## src/rtl/qpfrc_regs.svh

```systemverilog
`ifndef QPFRC_REGS_SVH
`define QPFRC_REGS_SVH

// timebase
`define QPFRC_CLK_PERIOD_NS 10
`define QPFRC_TICK_NS 100000

// fixed delays, microseconds
`define QPFRC_RELAY_ON_DELAY_US 25600
`define QPFRC_RELAY_OFF_DELAY_US 3200
`define QPFRC_OPEN_DELAY_US 25600
`define QPFRC_QUALIFY_DELAY_US 900000

// time limit per resistor step of 2 kohm, microseconds
`define QPFRC_TLIMIT_STEP_US 6400
`define QPFRC_RES_CODE_OPEN 5'h00
`define QPFRC_RES_CODE_DEFAULT 5'h01
`define QPFRC_RES_CODE_MAX 5'h14

// retry off-time as multiples of the time limit
`define QPFRC_RETRY_MULT_LOW 7'h63
`define QPFRC_RETRY_MULT_HIGH 7'h31
`define QPFRC_RETRY_MULT_OPEN 7'h18

// three-level select encoding
`define QPFRC_RATIO_LOW 2'h0
`define QPFRC_RATIO_HIGH 2'h1

`endif

```

## src/rtl/qpfrc_pkg.sv

```systemverilog
package qpfrc_pkg;

    typedef enum logic [1:0] {
        QPFRC_OFF = 2'b00,
        QPFRC_ON = 2'b01,
        QPFRC_FAULT = 2'b11
    } qpfrc_state_t;

    typedef struct packed {
        qpfrc_state_t st;
        logic armed;
        logic ol_flag;
        logic relay_req_d;
        logic relay_en;
        logic relay_ready;
        logic [8:0] relay_cnt;
        logic [10:0] oc_cnt;
        logic [13:0] qual_cnt;
        logic qualified;
        logic [8:0] low_cnt;
        logic waiting;
        logic [10:0] wait_tick;
        logic [6:0] wait_rep;
        logic sw_en;
        logic status;
    } qpfrc_port_t;

    typedef struct packed {
        logic [13:0] tick_cnt;
        logic tick;
        logic fault_n;
        qpfrc_port_t [3:0] port;
    } qpfrc_state_all_t;

endpackage

```

## src/rtl/qpfrc_sync.sv

```systemverilog
`timescale 1ns/1ns
`default_nettype none

module qpfrc_sync #(
    parameter int WIDTH = 1
) (
    input wire logic clk,
    input wire logic rst,
    input wire logic [WIDTH-1:0] async_in,
    output logic [WIDTH-1:0] sync_out
);

    logic [WIDTH-1:0] meta_r;

    // meta_r feeds only the second stage
    always_ff @(posedge clk or posedge rst)
    begin
        if (rst)
        begin
            meta_r <= '0;
            sync_out <= '0;
        end
        else
        begin
            meta_r <= async_in;
            sync_out <= meta_r;
        end
    end

endmodule

`default_nettype wire

```

## src/rtl/qpfrc_top.sv

```systemverilog
// What this block does
// RQ1: overcurrent time limit scales linearly with resistor code, 6.4ms to 128ms.
// RQ2: unconnected timing resistor gives the 6.4ms default time limit.
// RQ3: current limit beyond the time limit latches switch off, power good low, fault.
// RQ4: auto-restart keeps a current-limit latched port off for the wait time, then restarts, repeatedly; open-load latches wait for a clear.
// RQ5: wait time is 99, 49 or 24 time limits for low, high, open select.
// RQ6: without auto-restart the port stays latched off with fault low until cleared.
// RQ7: on request low clears latch and fault; switch restarts only on a new request.
// RQ8: after a latch-off the switch stays off at least the wait time.
// RQ9: switch turns on only while the port relay is enabled.
// RQ10: shared fault output low whenever any port is latched off.
// RQ11: open-load detect enable turns low-current detection on or off for all ports.
// RQ12: status shows power good when view select high, open-load flag when low.
// RQ13: power good only when switch voltage good, not limiting, not open-circuit.
// RQ14: with detection on, low current for 25.6ms latches off, faults, flags open-load.
// RQ15: on request low clears an open-load latch, its fault and its flag.
// RQ16: open-load view is high only when latched off for low current and enabled.
// RQ17: supply lockout drives fault low and turns all switches and relays off.
// RQ18: relay request rise enables relay at once, switch delayed 25.6ms.
// RQ19: relay request fall turns switch off at once, relay off 3.2ms later.
// RQ20: low-current detection is armed 900ms after switch on with power good met.
// RQ21: delays counted as whole ticks of the timebase; all pins synchronised first.
// RQ22: leaving lockout, ports start off and cleared, needing a fresh on request.
`timescale 1ns/1ns
`default_nettype none
`include "qpfrc_regs.svh"

module qpfrc_top #(
    parameter int TICK_CYCLES = `QPFRC_TICK_NS / `QPFRC_CLK_PERIOD_NS
) (
    input wire logic clk,
    input wire logic rst,
    input wire logic [3:0] port_on_request,
    input wire logic [3:0] port_relay_request,
    input wire logic [3:0] port_over_current,
    input wire logic [3:0] port_low_current,
    input wire logic [3:0] port_switch_volts_ok,
    input wire logic open_load_detect_enable,
    input wire logic auto_restart_enable,
    input wire logic [1:0] retry_ratio_select,
    input wire logic status_view_select,
    input wire logic supply_ok,
    input wire logic [4:0] timing_resistor,
    output logic [3:0] port_switch_enable,
    output logic [3:0] relay_drive_out,
    output logic [3:0] port_status,
    output logic fault_n
);

    localparam int TICK_US = `QPFRC_TICK_NS / 1000;
    localparam logic [8:0] RELAY_ON_TICKS = 9'(`QPFRC_RELAY_ON_DELAY_US / TICK_US);
    localparam logic [8:0] RELAY_OFF_TICKS = 9'(`QPFRC_RELAY_OFF_DELAY_US / TICK_US);
    localparam logic [8:0] OPEN_TICKS = 9'(`QPFRC_OPEN_DELAY_US / TICK_US);
    localparam logic [13:0] QUAL_TICKS = 14'(`QPFRC_QUALIFY_DELAY_US / TICK_US);
    localparam logic [10:0] TLIMIT_STEP = 11'(`QPFRC_TLIMIT_STEP_US / TICK_US);
    localparam logic [13:0] TICK_LAST = 14'(TICK_CYCLES - 1);

    logic [30:0] sync_bus;
    logic [3:0] on_s;
    logic [3:0] relay_s;
    logic [3:0] oc_s;
    logic [3:0] low_s;
    logic [3:0] volts_s;
    logic ole_s;
    logic are_s;
    logic [1:0] ratio_s;
    logic view_s;
    logic supply_s;
    logic [4:0] res_s;
    logic [10:0] tlimit;
    logic [6:0] retry_mult;

    qpfrc_pkg::qpfrc_state_all_t cur_r;
    qpfrc_pkg::qpfrc_state_all_t cur_nxt;

    // pins come from outside the clock domain
    qpfrc_sync #(
        .WIDTH(31)
    ) u_sync (
        .clk(clk),
        .rst(rst),
        .async_in({port_on_request, port_relay_request, port_over_current, port_low_current,
                   port_switch_volts_ok, open_load_detect_enable, auto_restart_enable,
                   retry_ratio_select, status_view_select, supply_ok, timing_resistor}),
        .sync_out(sync_bus)
    );

    assign {on_s, relay_s, oc_s, low_s, volts_s, ole_s, are_s, ratio_s, view_s, supply_s, res_s} = sync_bus;

    // time limit in ticks from the resistor code; open pin falls back to the default
    function automatic logic [10:0] tlimit_ticks(input logic [4:0] code);
        logic [4:0] c;
        c = code;
        if (code == `QPFRC_RES_CODE_OPEN)
            c = `QPFRC_RES_CODE_DEFAULT;
        else if (code > `QPFRC_RES_CODE_MAX)
            c = `QPFRC_RES_CODE_MAX;
        tlimit_ticks = 11'(c * TLIMIT_STEP);
    endfunction

    function automatic logic [6:0] retry_count(input logic [1:0] sel);
        case (sel)
            `QPFRC_RATIO_LOW: retry_count = `QPFRC_RETRY_MULT_LOW;
            `QPFRC_RATIO_HIGH: retry_count = `QPFRC_RETRY_MULT_HIGH;
            default: retry_count = `QPFRC_RETRY_MULT_OPEN;
        endcase
    endfunction

    // RQ1 resistor scaled limit
    // RQ2 default when unconnected
    assign tlimit = tlimit_ticks(res_s);
    // RQ5 wait multiple select
    assign retry_mult = retry_count(ratio_s);

    always_comb
    begin
        logic any_fault;
        logic pg;
        any_fault = 1'b0;
        pg = 1'b0;
        cur_nxt = cur_r;

        // RQ21 one-tick timebase
        cur_nxt.tick = 1'b0;
        if (cur_r.tick_cnt >= TICK_LAST)
        begin
            cur_nxt.tick_cnt = '0;
            cur_nxt.tick = 1'b1;
        end
        else
            cur_nxt.tick_cnt = cur_r.tick_cnt + 14'h0001;

        for (int i = 0; i < 4; i++)
        begin
            if (!supply_s)
            begin
                // RQ17 lockout clears everything
                // RQ22 armed cleared, fresh request needed
                cur_nxt.port[i] = '0;
            end
            else
            begin
                if (!on_s[i])
                    cur_nxt.port[i].armed = 1'b1;
                cur_nxt.port[i].relay_req_d = relay_s[i];

                // RQ18 relay on at once, switch later
                if (relay_s[i] && !cur_r.port[i].relay_req_d)
                begin
                    cur_nxt.port[i].relay_en = 1'b1;
                    cur_nxt.port[i].relay_ready = 1'b0;
                    cur_nxt.port[i].relay_cnt = RELAY_ON_TICKS;
                end
                // RQ19 switch off now, relay later
                else if (!relay_s[i] && cur_r.port[i].relay_req_d)
                begin
                    cur_nxt.port[i].relay_ready = 1'b0;
                    cur_nxt.port[i].relay_cnt = RELAY_OFF_TICKS;
                end
                else if (cur_r.tick && cur_r.port[i].relay_en)
                begin
                    if (relay_s[i] && !cur_r.port[i].relay_ready)
                    begin
                        if (cur_r.port[i].relay_cnt <= 9'h001)
                            cur_nxt.port[i].relay_ready = 1'b1;
                        else
                            cur_nxt.port[i].relay_cnt = cur_r.port[i].relay_cnt - 9'h001;
                    end
                    else if (!relay_s[i])
                    begin
                        if (cur_r.port[i].relay_cnt <= 9'h001)
                            cur_nxt.port[i].relay_en = 1'b0;
                        else
                            cur_nxt.port[i].relay_cnt = cur_r.port[i].relay_cnt - 9'h001;
                    end
                end

                // RQ8 wait time runs whatever the state
                // RQ4 counted in time-limit periods
                if (cur_r.port[i].waiting && cur_r.tick)
                begin
                    if (cur_r.port[i].wait_tick >= tlimit - 11'h001)
                    begin
                        cur_nxt.port[i].wait_tick = '0;
                        if (cur_r.port[i].wait_rep <= 7'h01)
                            cur_nxt.port[i].waiting = 1'b0;
                        else
                            cur_nxt.port[i].wait_rep = cur_r.port[i].wait_rep - 7'h01;
                    end
                    else
                        cur_nxt.port[i].wait_tick = cur_r.port[i].wait_tick + 11'h001;
                end

                case (cur_r.port[i].st)
                    qpfrc_pkg::QPFRC_OFF:
                    begin
                        // RQ9 relay must be ready
                        // RQ7 fresh request only
                        // RQ8 no start while waiting
                        if (cur_r.port[i].armed && on_s[i] && relay_s[i] && cur_r.port[i].relay_ready &&
                            !cur_r.port[i].waiting)
                        begin
                            cur_nxt.port[i].st = qpfrc_pkg::QPFRC_ON;
                            cur_nxt.port[i].oc_cnt = '0;
                            cur_nxt.port[i].qual_cnt = '0;
                            cur_nxt.port[i].qualified = 1'b0;
                            cur_nxt.port[i].low_cnt = '0;
                        end
                    end
                    qpfrc_pkg::QPFRC_ON:
                    begin
                        if (!on_s[i] || !relay_s[i] || !cur_r.port[i].relay_ready)
                            cur_nxt.port[i].st = qpfrc_pkg::QPFRC_OFF;
                        else
                        begin
                            // RQ3 time in current limit
                            if (!oc_s[i])
                                cur_nxt.port[i].oc_cnt = '0;
                            else if (cur_r.tick)
                                cur_nxt.port[i].oc_cnt = cur_r.port[i].oc_cnt + 11'h001;
                            // RQ20 qualify before detecting
                            if (!volts_s[i] || oc_s[i])
                                cur_nxt.port[i].qual_cnt = '0;
                            else if (cur_r.tick && !cur_r.port[i].qualified)
                            begin
                                cur_nxt.port[i].qual_cnt = cur_r.port[i].qual_cnt + 14'h0001;
                                if (cur_r.port[i].qual_cnt + 14'h0001 >= QUAL_TICKS)
                                    cur_nxt.port[i].qualified = 1'b1;
                            end
                            // RQ11 shared detect enable
                            // RQ14 low current time
                            if (!ole_s || !cur_r.port[i].qualified || !low_s[i])
                                cur_nxt.port[i].low_cnt = '0;
                            else if (cur_r.tick)
                                cur_nxt.port[i].low_cnt = cur_r.port[i].low_cnt + 9'h001;
                            if (cur_r.port[i].oc_cnt >= tlimit || cur_r.port[i].low_cnt >= OPEN_TICKS)
                            begin
                                // RQ3 latch off
                                // RQ14 flag open load
                                cur_nxt.port[i].st = qpfrc_pkg::QPFRC_FAULT;
                                cur_nxt.port[i].ol_flag = cur_r.port[i].oc_cnt < tlimit;
                                cur_nxt.port[i].armed = 1'b0;
                                cur_nxt.port[i].waiting = 1'b1;
                                cur_nxt.port[i].wait_tick = '0;
                                cur_nxt.port[i].wait_rep = retry_mult;
                            end
                        end
                    end
                    qpfrc_pkg::QPFRC_FAULT:
                    begin
                        if (!on_s[i])
                        begin
                            // RQ7 clear on request low
                            // RQ15 clear open load too
                            cur_nxt.port[i].st = qpfrc_pkg::QPFRC_OFF;
                            cur_nxt.port[i].ol_flag = 1'b0;
                        end
                        // RQ4 automatic restart
                        // RQ6 otherwise stays latched
                        else if (are_s && !cur_r.port[i].ol_flag && !cur_r.port[i].waiting &&
                                 relay_s[i] && cur_r.port[i].relay_ready)
                        begin
                            cur_nxt.port[i].st = qpfrc_pkg::QPFRC_ON;
                            cur_nxt.port[i].oc_cnt = '0;
                            cur_nxt.port[i].qual_cnt = '0;
                            cur_nxt.port[i].qualified = 1'b0;
                            cur_nxt.port[i].low_cnt = '0;
                        end
                    end
                    default:
                        cur_nxt.port[i].st = qpfrc_pkg::QPFRC_OFF;
                endcase
            end

            cur_nxt.port[i].sw_en = cur_nxt.port[i].st == qpfrc_pkg::QPFRC_ON;
            if (cur_nxt.port[i].st == qpfrc_pkg::QPFRC_FAULT)
                any_fault = 1'b1;
            // RQ13 power good terms
            pg = cur_nxt.port[i].sw_en && volts_s[i] && !oc_s[i] && !cur_nxt.port[i].ol_flag;
            // RQ12 status view
            // RQ16 open-load view gated by enable
            cur_nxt.port[i].status = view_s ? pg : (cur_nxt.port[i].ol_flag && ole_s);
        end

        // RQ10 shared fault
        // RQ17 fault low in lockout
        cur_nxt.fault_n = supply_s && !any_fault;
    end

    always_ff @(posedge clk or posedge rst)
    begin
        if (rst)
            cur_r <= '0;
        else
            cur_r <= cur_nxt;
    end

    always_comb
    begin
        for (int i = 0; i < 4; i++)
        begin
            port_switch_enable[i] = cur_r.port[i].sw_en;
            relay_drive_out[i] = cur_r.port[i].relay_en;
            port_status[i] = cur_r.port[i].status;
        end
        fault_n = cur_r.fault_n;
    end

    // relations on port 0; every port shares the same logic
    property p_lockout_off;
        @(posedge clk) disable iff (rst)
        !supply_s |=> (cur_r.port[0].sw_en == 1'b0) && !cur_r.port[0].relay_en && !cur_r.fault_n;
    endproperty
    a_lockout_off: assert property (p_lockout_off) else $error("lockout did not clear port"); // RQ17

    property p_fault_low;
        @(posedge clk) disable iff (rst)
        (cur_r.port[0].st == qpfrc_pkg::QPFRC_FAULT) |-> !cur_r.fault_n;
    endproperty
    a_fault_low: assert property (p_fault_low) else $error("fault output high while latched"); // RQ10

    property p_relay_fall;
        @(posedge clk) disable iff (rst)
        (!relay_s[0] && cur_r.port[0].relay_req_d) |=> !cur_r.port[0].sw_en ##1 !cur_r.port[0].sw_en;
    endproperty
    a_relay_fall: assert property (p_relay_fall) else $error("switch stayed on after relay fall"); // RQ19

    property p_relay_rise;
        @(posedge clk) disable iff (rst)
        (supply_s && relay_s[0] && !cur_r.port[0].relay_req_d)
            |=> cur_r.port[0].relay_en && !cur_r.port[0].relay_ready;
    endproperty
    a_relay_rise: assert property (p_relay_rise) else $error("relay not enabled at once"); // RQ18

    property p_on_needs_relay;
        @(posedge clk) disable iff (rst)
        $rose(cur_r.port[0].sw_en) |-> cur_r.port[0].relay_en && $past(cur_r.port[0].relay_ready);
    endproperty
    a_on_needs_relay: assert property (p_on_needs_relay) else $error("switch on without relay"); // RQ9

    property p_latched;
        @(posedge clk) disable iff (rst)
        (cur_r.port[0].st == qpfrc_pkg::QPFRC_FAULT && !are_s && on_s[0] && supply_s)
            |=> cur_r.port[0].st == qpfrc_pkg::QPFRC_FAULT;
    endproperty
    a_latched: assert property (p_latched) else $error("latch released without clear"); // RQ6

    property p_clear;
        @(posedge clk) disable iff (rst)
        (cur_r.port[0].st == qpfrc_pkg::QPFRC_FAULT && !on_s[0])
            |=> cur_r.port[0].st == qpfrc_pkg::QPFRC_OFF && !cur_r.port[0].ol_flag;
    endproperty
    a_clear: assert property (p_clear) else $error("request low did not clear latch"); // RQ7

    property p_hold_off;
        @(posedge clk) disable iff (rst)
        (cur_r.port[0].waiting && cur_r.port[0].st != qpfrc_pkg::QPFRC_ON) |=> !cur_r.port[0].sw_en;
    endproperty
    a_hold_off: assert property (p_hold_off) else $error("restart during wait time"); // RQ8

    property p_open_view;
        @(posedge clk) disable iff (rst)
        (!view_s && !ole_s) |=> !cur_r.port[0].status;
    endproperty
    a_open_view: assert property (p_open_view) else $error("open-load view high while disabled"); // RQ16

endmodule

`default_nettype wire

```

## config.mk

```make
export PLATFORM = sky130hd
export DESIGN_NAME = qpfrc_top
export DESIGN_NICKNAME = d
export VERILOG_FILES = /design/src/rtl/qpfrc_pkg.sv /design/src/rtl/qpfrc_sync.sv /design/src/rtl/qpfrc_top.sv
export VERILOG_INCLUDE_DIRS = /design/src /design/src/rtl
export SDC_FILE = /design/constraint.sdc
export NUM_CORES = 1
export LEC_CHECK = 0
export BUFFER_PORTS_ARGS = -buffer_cell sky130_fd_sc_hd__clkbuf_2
export CAP_MARGIN = 0
export CELL_PAD_IN_SITES_DETAIL_PLACEMENT = 1
export CELL_PAD_IN_SITES_GLOBAL_PLACEMENT = 2
export CORE_AREA = 5 5 205 287
export CTS_CLUSTER_DIAMETER = 200
export CTS_CLUSTER_SIZE = 16
export DETAILED_ROUTE_END_ITERATION = 10
export DIE_AREA = 0 0 210 292
export PLACE_DENSITY = 0.86
export SLEW_MARGIN = 30
export SYNTH_ARGS = -nofsm -noshare
export SYNTH_HDL_FRONTEND = slang
export SYNTH_HIERARCHICAL = 1
export SYNTH_SLANG_ARGS = --single-unit
export TNS_END_PERCENT = 5
```

## constraint.sdc

```tcl
create_clock -name clk -period 9.4 [get_ports clk]
set_input_delay 0.94 -clock clk [delete_from_list [all_inputs] [get_ports clk]]
set_output_delay 0.94 -clock clk [all_outputs]
set_load 0.1 [all_outputs]
```

Word level (Yosys, flattened, before mapping) --
Index checks and enable logic that the tools add are counted. W data, S select, Z words.
Operators by class: equality and inequality tests 97, multiplexer cells 193, reduce and logical (&&, ||, !) cells 177, add/sub/neg operators 26, magnitude comparators 30
Operators by type and width (count):
- $mux W35 | 12
- $pmux W35 S3 | 4
- $mux W70 | 4
- $mux W19 | 12
- $mux W11 | 20
- $mux W54 | 4
- $mux W9 | 20
- $ne A3 B3 Y1 const B | 44
- $ne A4 B4 Y1 const B | 28
- $add A11 B1 Y11 const B | 8
- $ge A11 B11 Y1 | 8
- $logic_and A1 B1 Y1 | 73
- $reduce_and A6 Y1 | 12
- $add A14 B1 Y14 const B | 5
- $ge A14 B14 Y1 const B | 5
- $mux W14 | 5
- $mux W1 | 61
- $mux W15 | 4
- $mux W7 | 8
- $logic_not A1 Y1 | 46
- $lt A11 B11 Y1 | 4
- $mux W10 | 4
- $mux W2 | 20
- $add A9 B1 Y9 const B | 4
- other kinds (23) | 108
Storage, ports and cells: input bits 33, output and inout port bits 13, bits in registers 366, word-level logic and storage cells 592

Depth between registers and ports, before layout --
word-level depth 18, depth in mapped cells 15, mapped depth without buffers 14

Modules after synthesis --
Netlist, hierarchy kept.
By module, submodules not included:
- qpfrc_top | cells each 2128, seq. area each 7607.3 µm², area each 18355.1 µm², instances 1
- qpfrc_sync | cells each 63, seq. area each 1551.5 µm², area each 1555.2 µm², instances 1

Least setup slack after synthesis --
No wires, ideal clock.
kind register to register, start point register u_sync.sync_out[2], end point register cur_r[153] in the netlist's numbering, buffers on the path 1, cell stages (with the launch flop) 15, setup slack 5862 ps, data required time 9328 ps, arrival 3465 ps, setup time 72 ps, period minus slack after synthesis 3538 ps, path through dfrtp_1 > nor3_1 > nor2_1 > o21ai_0 > inv_1 > ha_1 > xor2_1 > ha_1 > a211oi_1 > nor2_1 > a211oi_1 > nand2b_1 > nand3_1 > clkbuf_1 > nor2_1
RTL lines:
- start, declared | RTL line qpfrc_sync.sv:10 | output logic [WIDTH-1:0] sync_out
- start signal, assigned | RTL line qpfrc_sync.sv:26 | sync_out <= meta_r;
- end signal, assigned | RTL line qpfrc_top.sv:295 | cur_r <= cur_nxt;
- end, declared | RTL line qpfrc_top.sv:73 | qpfrc_pkg::qpfrc_state_all_t cur_r;

==> load_flow_metrics.sql <==
INSERT INTO impl_metrics (metric_group, metric, value, unit) VALUES
('run_status', 'status', 'complete, no violations', ''),
('placed_design', 'gp_congestion', '0.818', ''),
('detailed_routing', 'route.vias.total', '16365', ''),
('sta', 'post-route-period-util', '43.4', '%'),
('floorplanning', 'boundaryPins', '46', ''),
('detailed_routing', 'ant_nets', '0', ''),
('placed_design', 'placement.setup.worst_slack', '5280', 'ps'),
('detailed_routing', 'drt_drc_violations_left', '0', ''),
('clock_tree', 'cts-hold-fix-buffers', '0', ''),
('detailed_routing', 'post_drt_wl_per_cell', '18.4', 'µm'),
('global_routing', 'grt_antenna_before_repair', '0', ''),
('detailed_routing', 'routed_via_count_divided_by_cell_count', '5.59', ''),
('sta', 'grt_setup_unrepaired', 'false', ''),
('synthesis', 'mappedNetlistNets', '2322', ''),
('clock_tree', 'cts-buffers-inserted', '26', ''),
('global_routing', 'first_global_vias', '17556', ''),
('critical_path', 'cp-start-kind', 'flip-flop', ''),
('sta', 'maxSlewViolCount', '0', ''),
('min_path', 'hold-path-cell-count', '0', ''),
('placed_design', 'dp_hpwl', '38400', 'µm'),
('floorplanning', 'floorplan.initialDensity', '35.6', '%'),
('clock_tree', 'post-cts-setup-buffers', '0', ''),
('clock_tree', 'tritoncts', 'done', ''),
('critical_path', 'count_of_cells_along_the_worst_register_to_register_path', '9', ''),
('final_layout', 'n_fill_cell', '6540', ''),
('sta', 'layout_min_cycle_time', '4080', 'ps'),
('floorplanning', 'die_h', '292', 'µm'),
('floorplanning', 'chipWidth', '210', 'µm'),
('final_layout', 'syn2layout_area_growth', '8.01', '%'),
('clock_tree', 'cts_repair_resize_count', '0', ''),
('global_routing', 'wire_length_of_the_first_global_routing_pass', '90200', 'µm'),
('critical_path', 'data_arrival_time_of_the_critical_path', '4550', 'ps'),
('detailed_routing', 'route.met3.wl', '1160', 'µm'),
('floorplanning', 'rows', '103', ''),
('sta', 'timing.setup.tns', '0', 'ps'),
('final_layout', 'antennaDiodeCount', '0', ''),
('detailed_routing', 'met1Wirelength', '23500', 'µm'),
('global_routing', 'grt.total_usage', '17.4', '%'),
('sta', 'timing.final.hold_violations', '0', ''),
('power_and_ir_drop', 'switchingPower', '738', 'µW'),
('floorplanning', 'coreArea', '55900', 'µm²'),
('placed_design', 'io_buffers', '45', ''),
('final_layout', 'drive_above_1_share', '5.19', '%'),
('global_routing', 'grt_max_degree', '111', ''),
('detailed_routing', 'dr.first_iter.drc_count', '856', ''),
('final_layout', 'final_util', '38.4', '%'),
('sta', 'hold_ws', '350', 'ps'),
('power_and_ir_drop', 'power.total', '2.91', 'mW'),
('sta', 'slew_headroom', '38.9', '%'),
('clock_tree', 'htreeDepth', '1', ''),
('power_and_ir_drop', 'peakVddDrop', '0.000104', 'V'),
('min_path', 'hold_path_class', 'reg -> reg', ''),
('clock_tree', 'worst_skew_pair.late_latency', '570', 'ps'),
('power_and_ir_drop', 'clkPwrFrac', '36.9', '%'),
('power_and_ir_drop', 'cellLeakagePower', '9.21', 'nW'),
('power_and_ir_drop', 'power_density_over_the_cells', '135', 'nW/µm²'),
('final_layout', 'layout.cells.most_common', 'sky130_fd_sc_hd__dfrtp_1', ''),
('synthesis', 'netlist_area', '19900', 'µm²'),
('sta', 'worst-slew-pin-transition', '917', 'ps'),
('detailed_routing', 'first_pass_iters', '5', ''),
('power_and_ir_drop', 'power_frac_comb', '7.1', '%'),
('synthesis', 'synth_edf_count', '0', ''),
('critical_path', 'worst-path-max-fanout', '11', ''),
('power_and_ir_drop', 'sw_share', '25.4', '%'),
('synthesis', 'yosysWarningCount', '6', ''),
('critical_path', 'path_type_of_the_worst_setup_path', 'reg -> reg', ''),
('detailed_routing', 'detailroute.wirelength.met2', '27500', 'µm'),
('detailed_routing', 'route.final.wire_length', '53800', 'µm'),
('clock_tree', 'clk_path_buf_depth', '3', ''),
('synthesis', 'synth_ff_type', 'sky130_fd_sc_hd__dfrtp_1', ''),
('power_and_ir_drop', 'power.sequential.fraction', '56.0', '%');
[path summary, 6_finish.rpt]
path,slack (ps),from,to
max,5320,u_sync/sync_out[3],cur_r[154]
min,350,u_sync/meta_r[19],u_sync/sync_out[19]
max reg2reg,5320,u_sync/sync_out[3],cur_r[154]
min reg2reg,350,u_sync/meta_r[19],u_sync/sync_out[19]
max in group asynchronous,7560,rst,cur_r[203]
min in group asynchronous,540,rst,cur_r[39]
[metal layers]
layer | up-vias | GRT usage, %
met1 | 8311 | 21.6
met5 | - | 0
li1 | 7819 | -
met4 | 0 | 5.53
met2 | 156 | 31.7
met3 | 79 | 1.63
[Yosys cell counts, types with 7 or more instances]
library cell | n | area share, %
sky130_fd_sc_hd__dfrtp_1 | 366 | 46
sky130_fd_sc_hd__nor2_1 | 261 | 4.9
sky130_fd_sc_hd__o21ai_0 | 213 | 5.4
sky130_fd_sc_hd__nand2_1 | 185 | 3.5
sky130_fd_sc_hd__nand3_1 | 109 | 2.7
sky130_fd_sc_hd__ha_1 | 98 | 6.2
sky130_fd_sc_hd__inv_1 | 93 | 1.8
sky130_fd_sc_hd__a21oi_1 | 81 | 2.0
sky130_fd_sc_hd__o31ai_1 | 78 | 2.9
sky130_fd_sc_hd__and3_1 | 72 | 2.3
sky130_fd_sc_hd__nand2b_1 | 60 | 1.9
sky130_fd_sc_hd__clkbuf_1 | 58 | 1.1
sky130_fd_sc_hd__xor2_1 | 46 | 2.0
sky130_fd_sc_hd__nand4_1 | 41 | 1.3
sky130_fd_sc_hd__nor3_1 | 37 | 0.93
sky130_fd_sc_hd__xnor2_1 | 34 | 1.5
sky130_fd_sc_hd__a31oi_1 | 30 | 0.94
sky130_fd_sc_hd__nor2b_1 | 29 | 0.91
sky130_fd_sc_hd__or4_1 | 18 | 0.68
sky130_fd_sc_hd__nor4_1 | 15 | 0.47
sky130_fd_sc_hd__or3_1 | 15 | 0.47
sky130_fd_sc_hd__and2_1 | 14 | 0.44
sky130_fd_sc_hd__buf_4 | 12 | 0.45
sky130_fd_sc_hd__o21a_1 | 12 | 0.45
sky130_fd_sc_hd__o41ai_1 | 11 | 0.48
sky130_fd_sc_hd__and4_1 | 9 | 0.40
sky130_fd_sc_hd__o211ai_1 | 9 | 0.34
sky130_fd_sc_hd__o21ai_1 | 9 | 0.23
sky130_fd_sc_hd__a41oi_1 | 8 | 0.35
sky130_fd_sc_hd__nand4b_1 | 8 | 0.35
sky130_fd_sc_hd__a211oi_1 | 7 | 0.26
sky130_fd_sc_hd__buf_1 | 7 | 0.13
sky130_fd_sc_hd__mux2i_1 | 7 | 0.35
sky130_fd_sc_hd__nor3b_1 | 7 | 0.26
sky130_fd_sc_hd__or2_2 | 7 | 0.22
[power by group through the flow]
stage / Sequential, mW / Combinational (mW) / Clock, mW
floorplan: 1.65 / 0.144 / 0
global placement: 1.66 / 0.203 / 0
detailed placement: 1.66 / 0.212 / 0
CTS: 1.63 / 0.212 / 1.13
global route: 1.63 / 0.235 / 1.18
finish: 1.63 / 0.207 / 1.07
[cell families (layout without fill, tap and decap cells)]
logic type | after synthesis | in the layout | synth area share [%]
adders and majority gates | 98 | 98 | 6.16
muxes | 9 | 9 | 0.465
xor gates and xnor gates | 80 | 80 | 3.52
buffers and inverters | 178 | 182 | 3.66
AOI/OAI and AO/OA | 543 | 543 | 17.2
and+or+nand+nor | 917 | 917 | 23.0
DFF | 366 | 366 | 46.0
[sequential cells by signal, summed over array words and instances, names as in the netlist]
| name | count |
|---|---|
| cur_r | 291 |
| u_sync/meta_r | 31 |
| u_sync/sync_out | 31 |
| port_status | 4 |
| port_switch_enable | 4 |
| relay_drive_out | 4 |
| fault_n | 1 |
[through the flow]
stage                     instance area (µm²)  cells
final                                   21500   2930
after global routing                    21500   2930
after global placement                  20800   2901
after detailed placement                20800   2901
after CTS                               21500   2930
after floorplan                         19900   2191
[final cells by class]
class / instances / share of cell area [%]
multi-input combinational: 1647 / 46.6
tap: 735 / 4.28
sequential: 366 / 42.6
timing repair buffer: 60 / 1.62
inverter: 93 / 1.66
clock buffer: 29 / 3.22
[critical path, stage by stage, from the launching register on]
cell and delay (ps):
sky130_fd_sc_hd__dfrtp_1 420, sky130_fd_sc_hd__a21oi_1 750, sky130_fd_sc_hd__xor2_1 440, sky130_fd_sc_hd__ha_1 330, sky130_fd_sc_hd__a211oi_1 260, sky130_fd_sc_hd__nor2_1 80, sky130_fd_sc_hd__a211oi_1 660, sky130_fd_sc_hd__nand2b_1 350
sky130_fd_sc_hd__nand3_1 390, sky130_fd_sc_hd__a21oi_1 300
Note: power is estimated with default switching activity, not from simulation.
